**src/rtl/ccs_pkg.sv**
```systemverilog
// ============================================================
// clock control constants
package ccs_pkg;

  // ============================================================
  // register map
  localparam logic [7:0] CCS_MUL_CTRL_ADDR  = 8'hBE;
  localparam logic [7:0] CCS_MUL_CTRL_RESET = 8'h00;
  localparam int         MUL_EN_BIT         = 7;
  localparam int         MUL_INIT_BIT       = 6;
  localparam int         MUL_RDY_BIT        = 5;
  localparam int         MUL_SEL_LSB        = 0;

  // ============================================================
  // source encodings
  localparam logic [1:0] MSEL_HALF_INT = 2'h0;
  localparam logic [1:0] MSEL_EXT      = 2'h1;
  localparam logic [1:0] MSEL_HALF_EXT = 2'h2;
  localparam logic [1:0] SYS_SRC_INT   = 2'h0;
  localparam logic [1:0] SYS_SRC_EXT   = 2'h1;
  localparam logic [1:0] SYS_SRC_MUL   = 2'h2;

  // ============================================================
  // multiplier and settle counts
  localparam int MUL_FACTOR     = 4;
  localparam int MUL_HALF_STEPS = 2 * MUL_FACTOR;
  localparam int MUL_PER_SHIFT  = $clog2(MUL_HALF_STEPS);
  localparam int MUL_PER_TOL    = 2;
  localparam int MUL_LOCK_MATCH = 2;
  localparam int XTAL_SETTLE_EDGES = 1024;

  typedef enum logic [1:0] {
    MUL_OFF,
    MUL_ARMED,
    MUL_LOCK,
    MUL_RUN
  } ccs_mul_state_t;

endpackage

```
**src/rtl/ccs_mul_if.sv**
```systemverilog
`timescale 1ns/1ps
// ============================================================
// control side to multiplier core
interface ccs_mul_if;
  logic en;
  logic init_pulse;
  logic src;
  logic out_clk;
  logic ready;
  modport ctrl (output en, init_pulse, src, input out_clk, ready);
  modport mul  (input en, init_pulse, src, output out_clk, ready);
endinterface

```
**src/rtl/ccs_clock_ctrl.sv**
```systemverilog
`timescale 1ns/1ps
module ccs_clock_ctrl
  import ccs_pkg::*;
#(
  parameter int XTAL_EDGES = XTAL_SETTLE_EDGES,
  parameter int PER_W      = 16
) (
  input  wire logic       CLOCK_I,
  input  wire logic       RESET_I,
  input  wire logic       INT_OSC_I,
  input  wire logic       EXT_OSC_I,
  input  wire logic       INT_OSC_EN_I,
  input  wire logic       EXT_OSC_EN_I,
  input  wire logic [1:0] CLK_SRC_SEL_I,
  input  wire logic [7:0] SFR_ADDR_I,
  input  wire logic       SFR_WR_I,
  input  wire logic       SFR_RD_I,
  input  wire logic [7:0] SFR_WDATA_I,
  output logic      [7:0] SFR_RDATA_O,
  output logic            SYSCLK_O,
  output logic            PERIPH_EXT_CLK_O,
  output logic            CRYSTAL_VALID_O,
  output logic            MUL_READY_O
);

  localparam int XW = $clog2(XTAL_EDGES + 1);

  // ============================================================
  // state
  typedef struct packed {
    logic          int_s1;
    logic          int_s2;
    logic          ext_s1;
    logic          ext_s2;
    logic          int_half;
    logic          ext_half;
    logic          ext_prev;
    logic          int_prev;
    logic          mul_en;
    logic          mul_init;
    logic [1:0]    mul_sel;
    logic          init_pulse;
    logic          mul_src;
    logic [XW-1:0] xt_cnt;
    logic          xt_valid;
    logic [1:0]    sel_act;
    logic          sysclk;
    logic          periph;
    logic [7:0]    rdata;
    logic          mul_rdy;
  } ccs_ctrl_state_t;

  ccs_ctrl_state_t s;
  ccs_ctrl_state_t next_s;
  ccs_mul_if       mif ();

  ccs_mult #(
    .PER_W (PER_W)
  ) u_mult (
    .clk_i (CLOCK_I),
    .rst_i (RESET_I),
    .m     (mif.mul)
  );

  assign mif.en         = s.mul_en;
  assign mif.init_pulse = s.init_pulse;
  assign mif.src        = s.mul_src;

  // level of a system clock source; the multiplier is held low until
  // it reports ready so a half-locked clock never reaches the core
  function automatic logic src_level(input logic [1:0] sel,
                                     input logic int_l,
                                     input logic ext_l,
                                     input logic mul_l,
                                     input logic mul_ok);
    logic lvl;
    lvl = 1'b0;
    case (sel)
      SYS_SRC_INT: lvl = int_l;
      SYS_SRC_EXT: lvl = ext_l;
      SYS_SRC_MUL: lvl = mul_l & mul_ok;
      default:     lvl = 1'b0;
    endcase
    return lvl;
  endfunction

  // ============================================================
  // next state
  always_comb begin
    logic int_l;
    logic wr_hit;
    logic want_lvl;
    int_l    = 1'b0;
    wr_hit   = 1'b0;
    want_lvl = 1'b0;
    next_s   = s;

    // pins pass two flops before any use
    next_s.int_s1 = INT_OSC_I;
    next_s.int_s2 = s.int_s1;
    next_s.ext_s1 = EXT_OSC_I;
    next_s.ext_s2 = s.ext_s1;
    next_s.ext_prev = s.ext_s2;
    next_s.int_prev = s.int_s2;
    int_l = s.int_s2 & INT_OSC_EN_I;

    // halves toggle on each rising edge of their source, the internal one only while INT_OSC_EN_I is set; only the
    // second flop is read so a metastable first stage never leaks
    if (INT_OSC_EN_I && s.int_s2 && !s.int_prev) begin
      next_s.int_half = ~s.int_half;
    end
    if (s.ext_s2 && !s.ext_prev) begin
      next_s.ext_half = ~s.ext_half;
    end

    // multiplier input mux, reserved code feeds nothing
    case (s.mul_sel)
      MSEL_HALF_INT: next_s.mul_src = s.int_half;
      MSEL_EXT:      next_s.mul_src = s.ext_s2;
      MSEL_HALF_EXT: next_s.mul_src = s.ext_half;
      default:       next_s.mul_src = 1'b0;
    endcase

    // control register write
    wr_hit = SFR_WR_I && (SFR_ADDR_I == CCS_MUL_CTRL_ADDR);
    next_s.init_pulse = 1'b0;
    if (wr_hit) begin
      next_s.mul_en   = SFR_WDATA_I[MUL_EN_BIT];
      next_s.mul_init = SFR_WDATA_I[MUL_INIT_BIT];
      next_s.mul_sel  = SFR_WDATA_I[MUL_SEL_LSB +: 2];
      // init counts only if the multiplier was enabled before this write
      next_s.init_pulse = SFR_WDATA_I[MUL_INIT_BIT]
                        & SFR_WDATA_I[MUL_EN_BIT] & s.mul_en;
    end

    // crystal settle: count source edges while enabled
    if (!EXT_OSC_EN_I) begin
      next_s.xt_cnt   = '0;
      next_s.xt_valid = 1'b0;
    end else if (s.ext_s2 && !s.ext_prev && !s.xt_valid) begin
      next_s.xt_cnt = XW'(s.xt_cnt + 1'b1);
      if (s.xt_cnt == XW'(XTAL_EDGES - 1)) begin
        next_s.xt_valid = 1'b1;
      end
    end

    // glitch-free switch: move only while both old and new are low
    want_lvl = src_level(CLK_SRC_SEL_I, int_l, s.ext_s2,
                         mif.out_clk, mif.ready);
    if (CLK_SRC_SEL_I != s.sel_act && !s.sysclk && !want_lvl) begin
      next_s.sel_act = CLK_SRC_SEL_I;
    end
    next_s.sysclk = src_level(next_s.sel_act, int_l, s.ext_s2,
                              mif.out_clk, mif.ready);
    next_s.periph  = s.ext_s2;
    next_s.mul_rdy = mif.ready;

    // registered read, reserved bits and unmapped reads give zero
    next_s.rdata = 8'h00;
    if (SFR_RD_I && SFR_ADDR_I == CCS_MUL_CTRL_ADDR) begin
      next_s.rdata[MUL_EN_BIT]        = s.mul_en;
      next_s.rdata[MUL_INIT_BIT]      = s.mul_init;
      next_s.rdata[MUL_RDY_BIT]       = mif.ready;
      next_s.rdata[MUL_SEL_LSB +: 2]  = s.mul_sel;
    end
  end

  // ============================================================
  // registers
  always_ff @(posedge CLOCK_I or posedge RESET_I) begin
    if (RESET_I) begin
      s <= '0;
    end else begin
      s <= next_s;
    end
  end

  assign SFR_RDATA_O      = s.rdata;
  assign SYSCLK_O         = s.sysclk;
  assign PERIPH_EXT_CLK_O = s.periph;
  assign CRYSTAL_VALID_O  = s.xt_valid;
  assign MUL_READY_O      = s.mul_rdy;

  // ============================================================
  // checks
  property p_init_gate;
    @(posedge CLOCK_I) disable iff (RESET_I)
      (SFR_WR_I && SFR_ADDR_I == CCS_MUL_CTRL_ADDR && !s.mul_en)
      |=> !s.init_pulse;
  endproperty
  a_init_gate: assert property (p_init_gate)
    else $error("init accepted while multiplier was off");

  property p_rd_ready;
    @(posedge CLOCK_I) disable iff (RESET_I)
      (SFR_RD_I && SFR_ADDR_I == CCS_MUL_CTRL_ADDR)
      |=> (SFR_RDATA_O[MUL_RDY_BIT] == $past(mif.ready)
           && SFR_RDATA_O[4:2] == 3'h0);
  endproperty
  a_rd_ready: assert property (p_rd_ready)
    else $error("read data does not show ready state");

  property p_off_not_ready;
    @(posedge CLOCK_I) disable iff (RESET_I)
      !s.mul_en |=> ##1 !MUL_READY_O;
  endproperty
  a_off_not_ready: assert property (p_off_not_ready)
    else $error("ready shown while multiplier disabled");

  property p_xt_set;
    @(posedge CLOCK_I) disable iff (RESET_I)
      $rose(CRYSTAL_VALID_O) |-> $past(EXT_OSC_EN_I)
        && $past(s.xt_cnt) == XW'(XTAL_EDGES - 1);
  endproperty
  a_xt_set: assert property (p_xt_set)
    else $error("crystal valid set before settle count");

  property p_xt_clear;
    @(posedge CLOCK_I) disable iff (RESET_I)
      !EXT_OSC_EN_I |=> !CRYSTAL_VALID_O;
  endproperty
  a_xt_clear: assert property (p_xt_clear)
    else $error("crystal valid kept with oscillator off");

  property p_sys_ext;
    @(posedge CLOCK_I) disable iff (RESET_I)
      (s.sel_act == SYS_SRC_EXT && next_s.sel_act == SYS_SRC_EXT)
      |=> SYSCLK_O == $past(s.ext_s2);
  endproperty
  a_sys_ext: assert property (p_sys_ext)
    else $error("system clock does not follow external oscillator");

  property p_periph;
    @(posedge CLOCK_I) disable iff (RESET_I)
      ##1 PERIPH_EXT_CLK_O == $past(s.ext_s2);
  endproperty
  a_periph: assert property (p_periph)
    else $error("peripheral clock lost the external oscillator");

  property p_switch_low;
    @(posedge CLOCK_I) disable iff (RESET_I)
      $changed(s.sel_act) |-> !SYSCLK_O && !$past(SYSCLK_O);
  endproperty
  a_switch_low: assert property (p_switch_low)
    else $error("clock switched while high");

endmodule

```
**src/rtl/ccs_mult.sv**
```systemverilog
`timescale 1ns/1ps
// ============================================================
// digital x4 multiplier: measures the input period, then emits
// eight half periods per input period, re-phased at each rising input edge
module ccs_mult
  import ccs_pkg::*;
#(
  parameter int PER_W = 16
) (
  input wire logic clk_i,
  input wire logic rst_i,
  ccs_mul_if.mul   m
);

  typedef struct packed {
    ccs_mul_state_t st;
    logic           prev;
    logic [PER_W-1:0] cnt;
    logic [PER_W-1:0] per;
    logic [PER_W-1:0] nco;
    logic           out;
    logic [1:0]     match;
    logic           ready;
    logic [3:0]     tog;
  } ccs_mult_state_t;

  ccs_mult_state_t s;
  ccs_mult_state_t next_s;

  always_comb begin
    logic             rise;
    logic [PER_W-1:0] meas;
    logic [PER_W-1:0] diff;
    logic             close;
    rise   = 1'b0;
    meas   = '0;
    diff   = '0;
    close  = 1'b0;
    next_s = s;
    rise        = m.src & ~s.prev;
    next_s.prev = m.src;
    meas        = PER_W'(s.cnt + 1'b1);
    diff        = (meas > s.per) ? PER_W'(meas - s.per)
                                 : PER_W'(s.per - meas);
    close = (diff <= PER_W'(MUL_PER_TOL))
          && (meas >= PER_W'(MUL_HALF_STEPS));
    if (s.cnt != '1) begin
      next_s.cnt = PER_W'(s.cnt + 1'b1);
    end
    case (s.st)
      MUL_OFF: begin
        if (m.en) begin
          next_s.st = MUL_ARMED;
        end
      end
      MUL_ARMED: begin
        if (m.init_pulse) begin
          next_s.st    = MUL_LOCK;
          next_s.match = '0;
        end
      end
      MUL_LOCK, MUL_RUN: begin
        if (rise) begin
          next_s.cnt = '0;
          next_s.per = meas;
          next_s.nco = PER_W'((meas >> MUL_PER_SHIFT) - 1'b1);
          next_s.out = 1'b1;
          next_s.tog = '0;
          if (!close) begin
            next_s.match = '0;
          end else if (s.match != 2'(MUL_LOCK_MATCH)) begin
            next_s.match = 2'(s.match + 1'b1);
          end
        end else if (s.nco == '0) begin
          next_s.out = ~s.out;
          next_s.nco = PER_W'((s.per >> MUL_PER_SHIFT) - 1'b1);
          next_s.tog = 4'(s.tog + 1'b1);
        end else begin
          next_s.nco = PER_W'(s.nco - 1'b1);
        end
        // a stalled input loses lock
        if (s.cnt == '1) begin
          next_s.match = '0;
          next_s.out   = 1'b0;
        end
        if (m.init_pulse) begin
          next_s.match = '0;
        end
        next_s.ready = (next_s.match == 2'(MUL_LOCK_MATCH));
        next_s.st    = next_s.ready ? MUL_RUN : MUL_LOCK;
      end
      default: begin
        next_s.st = MUL_OFF;
      end
    endcase
    if (!m.en) begin
      next_s.st    = MUL_OFF;
      next_s.out   = 1'b0;
      next_s.ready = 1'b0;
      next_s.match = '0;
    end
  end

  always_ff @(posedge clk_i or posedge rst_i) begin
    if (rst_i) begin
      s <= '0;
    end else begin
      s <= next_s;
    end
  end

  assign m.out_clk = s.out;
  assign m.ready   = s.ready;

  property p_mul_ratio;
    @(posedge clk_i) disable iff (rst_i)
      (s.st == MUL_RUN && m.src && !s.prev && s.cnt < s.per
       && s.cnt + 2 >= s.per)
      |-> (s.tog == 4'h7 || s.tog == 4'h8);
  endproperty
  a_mul_ratio: assert property (p_mul_ratio)
    else $error("multiplier did not give four cycles per input");

  property p_mul_ready;
    @(posedge clk_i) disable iff (rst_i)
      m.ready |-> (s.st == MUL_RUN && s.match == 2'(MUL_LOCK_MATCH));
  endproperty
  a_mul_ready: assert property (p_mul_ready)
    else $error("ready without lock");

endmodule

```
**config.mk**
```make
export PLATFORM = sky130hd
export DESIGN_NAME = ccs_clock_ctrl
export DESIGN_NICKNAME = d
export VERILOG_FILES = /design/src/rtl/ccs_pkg.sv /design/src/rtl/ccs_mul_if.sv /design/src/rtl/ccs_clock_ctrl.sv /design/src/rtl/ccs_mult.sv
export SDC_FILE = /design/constraint.sdc
export NUM_CORES = 1
export LEC_CHECK = 0
export ABC_AREA = 1
export BUFFER_PORTS_ARGS = -buffer_cell sky130_fd_sc_hd__buf_2
export CAP_MARGIN = 30
export CELL_PAD_IN_SITES_DETAIL_PLACEMENT = 1
export CELL_PAD_IN_SITES_GLOBAL_PLACEMENT = 1
export CORE_MARGIN = 4
export CORE_UTILIZATION = 45
export DETAILED_ROUTE_END_ITERATION = 12
export PLACE_DENSITY = 0.79
export SYNTH_ARGS = -nofsm -noshare
export SYNTH_HDL_FRONTEND = slang
export SYNTH_SLANG_ARGS = --single-unit
```
**constraint.sdc**
```tcl
create_clock -name CLOCK_I -period 4.13 [get_ports CLOCK_I]
set_input_delay 0.413 -clock CLOCK_I [delete_from_list [all_inputs] [get_ports CLOCK_I]]
set_output_delay 0.413 -clock CLOCK_I [all_outputs]
set_load 0.03 [all_outputs]
```
# Word level (Yosys, flattened, before mapping)
# Cells that the tools add are included.
dict set report totals {
  reg_bits 94
  out_inout_bits 12
}
dict set report classes {
  n_addsub 9
  order_cmp 3
  eq_ne 22
  muxes 33
  n_bitwise 9
  reduce_logical 26
}
# cell count
set op_table {}
lappend op_table {{$mux W49} 1}
lappend op_table {{$mux W16} 3}
lappend op_table {{$mux W32} 1}
lappend op_table {{$sub A16 B16 Y16} 2}
lappend op_table {{$sub A13 B1 Y14 const B} 2}
lappend op_table {{$mux W12} 2}
lappend op_table {{$mux W2} 10}
lappend op_table {{$mux W17} 1}
lappend op_table {{$add A16 B1 Y16 const B} 1}
lappend op_table {{$eq A16 B16 Y1 const B} 1}
lappend op_table {{$ge A16 B4 Y1 const B} 1}
lappend op_table {{$gt A16 B16 Y1} 1}
lappend op_table {{$le A16 B2 Y1 const B} 1}
lappend op_table {{$logic_not A16 Y1} 1}
lappend op_table {{$ne A16 B16 Y1 const B} 1}
lappend op_table {{$sub A16 B1 Y16 const B} 1}
lappend op_table {{$eq A2 B2 Y1 const B} 6}
lappend op_table {{$mux W4} 3}
lappend op_table {{$add A11 B1 Y11 const B} 1}
lappend op_table {{$eq A11 B10 Y1 const B} 1}
lappend op_table {{$reduce_and A2 Y1} 5}
lappend op_table {{$logic_and A1 B1 Y1} 9}
lappend op_table {{$pmux W1 S3} 3}
lappend op_table {{$eq A2 B1 Y1 const B} 4}
lappend op_table {{20 further kinds} 40}

# Logic depth before layout (Yosys ltp)
dict set report depth {
  ltp_word 14
  ltp_mapped 29
  mapped_depth_nobuf 28
}

# Modules after synthesis
# A second synthesis with hierarchy kept.
dict set report unflattened {
  hier_cells 1064
  area_unflattened_um2 7170.6
}
# module instances cells_each area_per_inst_um2 seq_area_each_um2
set modules_own_cells {}
lappend modules_own_cells {ccs_mult 1 894 5594.1 1376.3}
lappend modules_own_cells {ccs_clock_ctrl 1 170 1576.5 875.8}

# Least setup slack after synthesis
# Ideal clock, no wire load.
dict set report synth_timing {
  path_type {register -> register}
  from {register u_mult.s[40] (netlist name)}
  to {register u_mult.s (netlist bit u_mult.m.ready)}
  arrival_time_ps 3255
  path_slack_ps 758
  path_stages_with_launch 27
  cell_sequence {dfrtp_1 > ha_1 > nand2_1 > nor2_2 > nand3_2 > nor2_4 > nand3_2 > inv_1 > nand3_1 > xor2_1 > inv_1 > ha_1 > nand2_1 > nor2_1 > and2_1 > nand3_1 > a21boi_4 > nand2_1 > nand2_1 > a21oi_2 > nand3_1 > nor2_2 > nand3_1 > nand2_1 > inv_1 > nand3_2 > nand2_1}
}
dict set report synth_between {
  elab_chain_len 13
  word_cells_on_any_way 17
  cone_classes {add/sub (3); order compare (3); eq/ne (2); mux (8); reduce/logical (1)}
}
# item line
set synth_lines {}
lappend synth_lines {{start, declared} ccs_mult.sv:27} ;# ccs_mult_state_t s;
lappend synth_lines {{start signal, assigned} ccs_mult.sv:108} ;# s <= next_s;
lappend synth_lines {{$add A16 B1 Y16} ccs_mult.sv:42} ;# meas = PER_W'(s.cnt + 1'b1);
lappend synth_lines {{$sub A16 B16 Y16 (tied with other cells)} ccs_mult.sv:44} ;# : PER_W'(s.per - meas);
lappend synth_lines {{$mux W16} ccs_mult.sv:43} ;# diff = (meas > s.per) ? PER_W'(meas - s.per)
lappend synth_lines {{$le A16 B2 Y1} ccs_mult.sv:45} ;# close = (diff <= PER_W'(MUL_PER_TOL))
lappend synth_lines {{$logic_and A1 B1 Y1} ccs_mult.sv:46} ;# && (meas >= PER_W'(MUL_HALF_STEPS));
lappend synth_lines {{$mux W2} ccs_mult.sv:69} ;# if (!close) begin
lappend synth_lines {{$mux W2} ccs_mult.sv:63} ;# if (rise) begin
lappend synth_lines {{$mux W3 (*)} ccs_mult.sv:82} ;# if (s.cnt == '1) begin
lappend synth_lines {{$mux W2 (*)} ccs_mult.sv:86} ;# if (m.init_pulse) begin
lappend synth_lines {{$mux W2 (*)} ccs_mult.sv:50} ;# case (s.st)
lappend synth_lines {{$eq A2 B2 Y1 (*)} ccs_mult.sv:89} ;# next_s.ready = (next_s.match == 2'(MUL_LOCK_MATCH));
lappend synth_lines {{$mux W5 (*)} ccs_mult.sv:50}
lappend synth_lines {{$mux W4 (*)} ccs_mult.sv:96} ;# if (!m.en) begin
# Every way passes the cells marked *; elsewhere a longest branch is shown, timed or not. The select of a mux whose other input is x is not followed.
# A chain may end at the register's enable or synchronous reset.

# Worst setup path after layout
dict set report layout_timing {
  from {register u_mult.s[41] (netlist name)}
  to {register u_mult.s[57] (netlist name)}
}
dict set report layout_between {
  elab_chain_len 14
  word_cells_on_any_way 18
  cone_classes {add/sub (3); order compare (3); eq/ne (2); mux (9); reduce/logical (1)}
}
# item line
set layout_lines {}
lappend layout_lines {{$add A16 B1 Y16} ccs_mult.sv:42}
lappend layout_lines {{$sub A16 B16 Y16 (tied with other cells)} ccs_mult.sv:44}
lappend layout_lines {{$mux W16} ccs_mult.sv:43}
lappend layout_lines {{$le A16 B2 Y1} ccs_mult.sv:45}
lappend layout_lines {{$logic_and A1 B1 Y1} ccs_mult.sv:46}
lappend layout_lines {{$mux W2} ccs_mult.sv:69}
lappend layout_lines {{$mux W2} ccs_mult.sv:63}
lappend layout_lines {{$mux W3 (*)} ccs_mult.sv:82}
lappend layout_lines {{$mux W2 (*)} ccs_mult.sv:86}
lappend layout_lines {{$mux W2 (*)} ccs_mult.sv:50}
lappend layout_lines {{$eq A2 B2 Y1 (*)} ccs_mult.sv:89}
lappend layout_lines {{$mux W1 (*)} ccs_mult.sv:90} ;# next_s.st = next_s.ready ? MUL_RUN : MUL_LOCK;
lappend layout_lines {{$pmux W2 S3 (*)} ccs_mult.sv:50}
lappend layout_lines {{$mux W2 (*)} ccs_mult.sv:96}
# Marked as above.

==> out/results.txt <==
status: completed
GRT Overall Usage: 0.235
CP Capture Type: register
post-CTS setup repair buffer count: 0
HPWL after DPL: 15.9 mm
CTS tree: yes
final setup fails: 0
Max Freq: 0.265 GHz
cts repair resizes: 0
worst min path class: in2reg
arrival time worst endpoint: 4020 ps
slowest cell delay on critical path: 400 ps
Starting DRT DRC Count: 318
area delta synth->final: 11.3%
Max-Slew Margin vs Limit: 0.469
Final Slew Violations: 0
total gr overflow: 0
Initial Util: 0.458
switching power: 495 µW
post-cts hold buffer count: 0
Skew-Pair Late Insertion Delay: 360 ps
Switching Share: 0.249
critical path peak fanout: 5
die width: 132 µm
r2r startpoint: u_mult.s[41]$_DFF_PP0_
Layout Skew: 8.36 ps
CTS buffer count: 9
final setup TNS: 0 ps
vias in the first global route: 6838
buffers and inverters on the worst path: 3
sequential power share: 0.469
Hold EP: next_s[37]$_DFF_PP0_
min-delay src: INT_OSC_I
Post-synth ARST share: 1.00
CP Launch Type: register
Post-synth EDFFs: 0
antenna violations before repair: 0
layout cells sized above 1: 0.114
buffer levels on the longest clock path: 2
hold violation count in the final report: 0
fin nets: 1110
Detail Route Antenna Nets: 0
Ys Warns: 0
Comb power frac: 0.063
Post-Route WL: 20.4 mm
IO Count: 38
number of stages on the worst setup path: 27
Peak VDD IR: 306 µV
die height: 132 µm
most frequent cells in the layout: nand2_1, inv_1, dfrtp_1, nor2_1, nand3_1
post-synthesis sequential area ratio: 0.325
Synth Instances: 1008
Critical Setup Path Class: reg2reg
Post-synth top flop: dfrtp_1
CP max stage cell: ha_1
CTS sink count: 90
most common cell after layout, fill and taps aside: nand2_1
Min Hold Slack: 163 ps
Placed Cells incl. Taps: 1220
fin crit share: 0.915
WL per Instance: 16.5 µm
die area: 17500 µm²
Post-route DRC: 0
largest net degree at the start of global routing: 65
max cap viols: 0
H-tree levels: 3
Leakage: 0.00422 µW
diodes inserted: 0
gp weighted congestion: 0.864
PwrDens: 258 nW/µm²
first-pass GRT wire length: 33.6 mm
r2r endpoint: u_mult.s[57]$_DFFE_PP0P_
Via-to-Cell Ratio: 5.35
Int Pwr: 1500 µW
fill count: 2043
R2R Setup Slk: 350 ps
WP data required: 4370 ps
fin crit period: 3780 ps
Port Buf Inserts: 30
Pre-antenna DRT Iters: 5
measured slew at the worst slew-check pin: 787 ps
hold depth: 1
path depth of the worst reg2reg path: 27
Rows: 45
clock slew at reported path FFs: 70 ps
CP top delay family: simple AND/OR/NAND/NOR gates
Vias: 6608
most repeated library cell on the critical path: nand2_1
flip-flop and latch count after synthesis: 90
register area: 2250 µm²
area occupied by multi-input gates: 3960 µm²
clock root buffer: clkbuf_16
Mapped Area: 6940 µm²
synth unique cells: 53
syn avg cell area: 6.88 µm²
clock power share: 0.469
core footprint: 15100 µm²
final cell count without fillers: 1236
[sequential cells by signal, indices dropped and copies added (netlist names), 4 cells and up]
name         cells
s               19
next_s           4
SFR_RDATA_O      5
u_mult.s        53
[worst max path at each step]
stage | from | endpoint
global placement | u_mult.s[40]$_DFF_PP0_ | u_mult.s[57]$_DFFE_PP0P_
detailed placement | u_mult.s[40]$_DFF_PP0_ | u_mult.m.ready$_DFFE_PP0P_
global route | u_mult.s[41]$_DFF_PP0_ | u_mult.s[57]$_DFFE_PP0P_
floorplan | u_mult.s[40]$_DFF_PP0_ | u_mult.m.ready$_DFFE_PP0P_
CTS | u_mult.s[40]$_DFF_PP0_ | u_mult.s[57]$_DFFE_PP0P_
finish | u_mult.s[41]$_DFF_PP0_ | u_mult.s[57]$_DFFE_PP0P_
[synthesized netlist by cell type, drive strengths merged (4+ instances only)]
cell type  instances  share of area
clkbuf            13         0.0072
o21ai             65          0.047
nor4               4         0.0036
a31oi              8         0.0072
dfrtp             90           0.32
nand3             69          0.053
inv              176          0.095
o21a               5         0.0054
nor2              97          0.060
o221ai             6         0.0076
a21oi             64          0.047
o22ai              4         0.0036
nand2            264           0.15
buf               12          0.012
ha                39          0.070
nor3              17          0.015
xor2              26          0.038
nand4             19          0.018
[area by class of cell]
type | count | area share
repair buffers | 47 | 0.0360
clock buffers | 9 | 0.0292
multi-input cells | 718 | 0.513
well taps | 188 | 0.0305
inverters | 177 | 0.0863
clock inverters | 7 | 0.0139
flip-flops and latches | 90 | 0.292
[layer usage]
metal	vias to the layer above	part of all wire	GRT usage
met5	-	0	0
met4	0	0.015	0.0583
met1	3226	0.46	0.315
li1	3278	-	-
met3	19	0.028	0.0336
met2	85	0.49	0.403
[per-stage QoR]
stage                     power (µW)  instance area (µm²)  worst slack (ps)   util
final                           1990                 7720               352  0.510
after global routing            2070                 7720             -11.7  0.510
after detailed placement        1070                 7330               179  0.484
after global placement          1070                 7330               291  0.484
after CTS                       2010                 7660               124  0.506
after floorplan                 1030                 6950               758      -
[power groups by stage]
stage / Sequential, µW / Clock [µW] / Combinational [µW]
finish: 934 / 933 / 124
global route: 936 / 992 / 141
CTS: 933 / 952 / 128
detailed placement: 949 / 0 / 124
global placement: 949 / 0 / 118
floorplan: 954 / 0 / 74.1
[cell families after synthesis]
group                    Yosys count  share of synthesized area
adder cells (fa/ha/maj)           41                     0.0761
multiplexers                       1                    0.00144
buffers and inverters            202                      0.115
other                              1                   0.000540
AND/OR/NAND/NOR                  482                      0.309
flip-flops                        90                      0.325
AO/OA/AOI/OAI                    162                      0.131
XOR/XNOR                          29                     0.0420
Power figures use the tool's default switching activity.
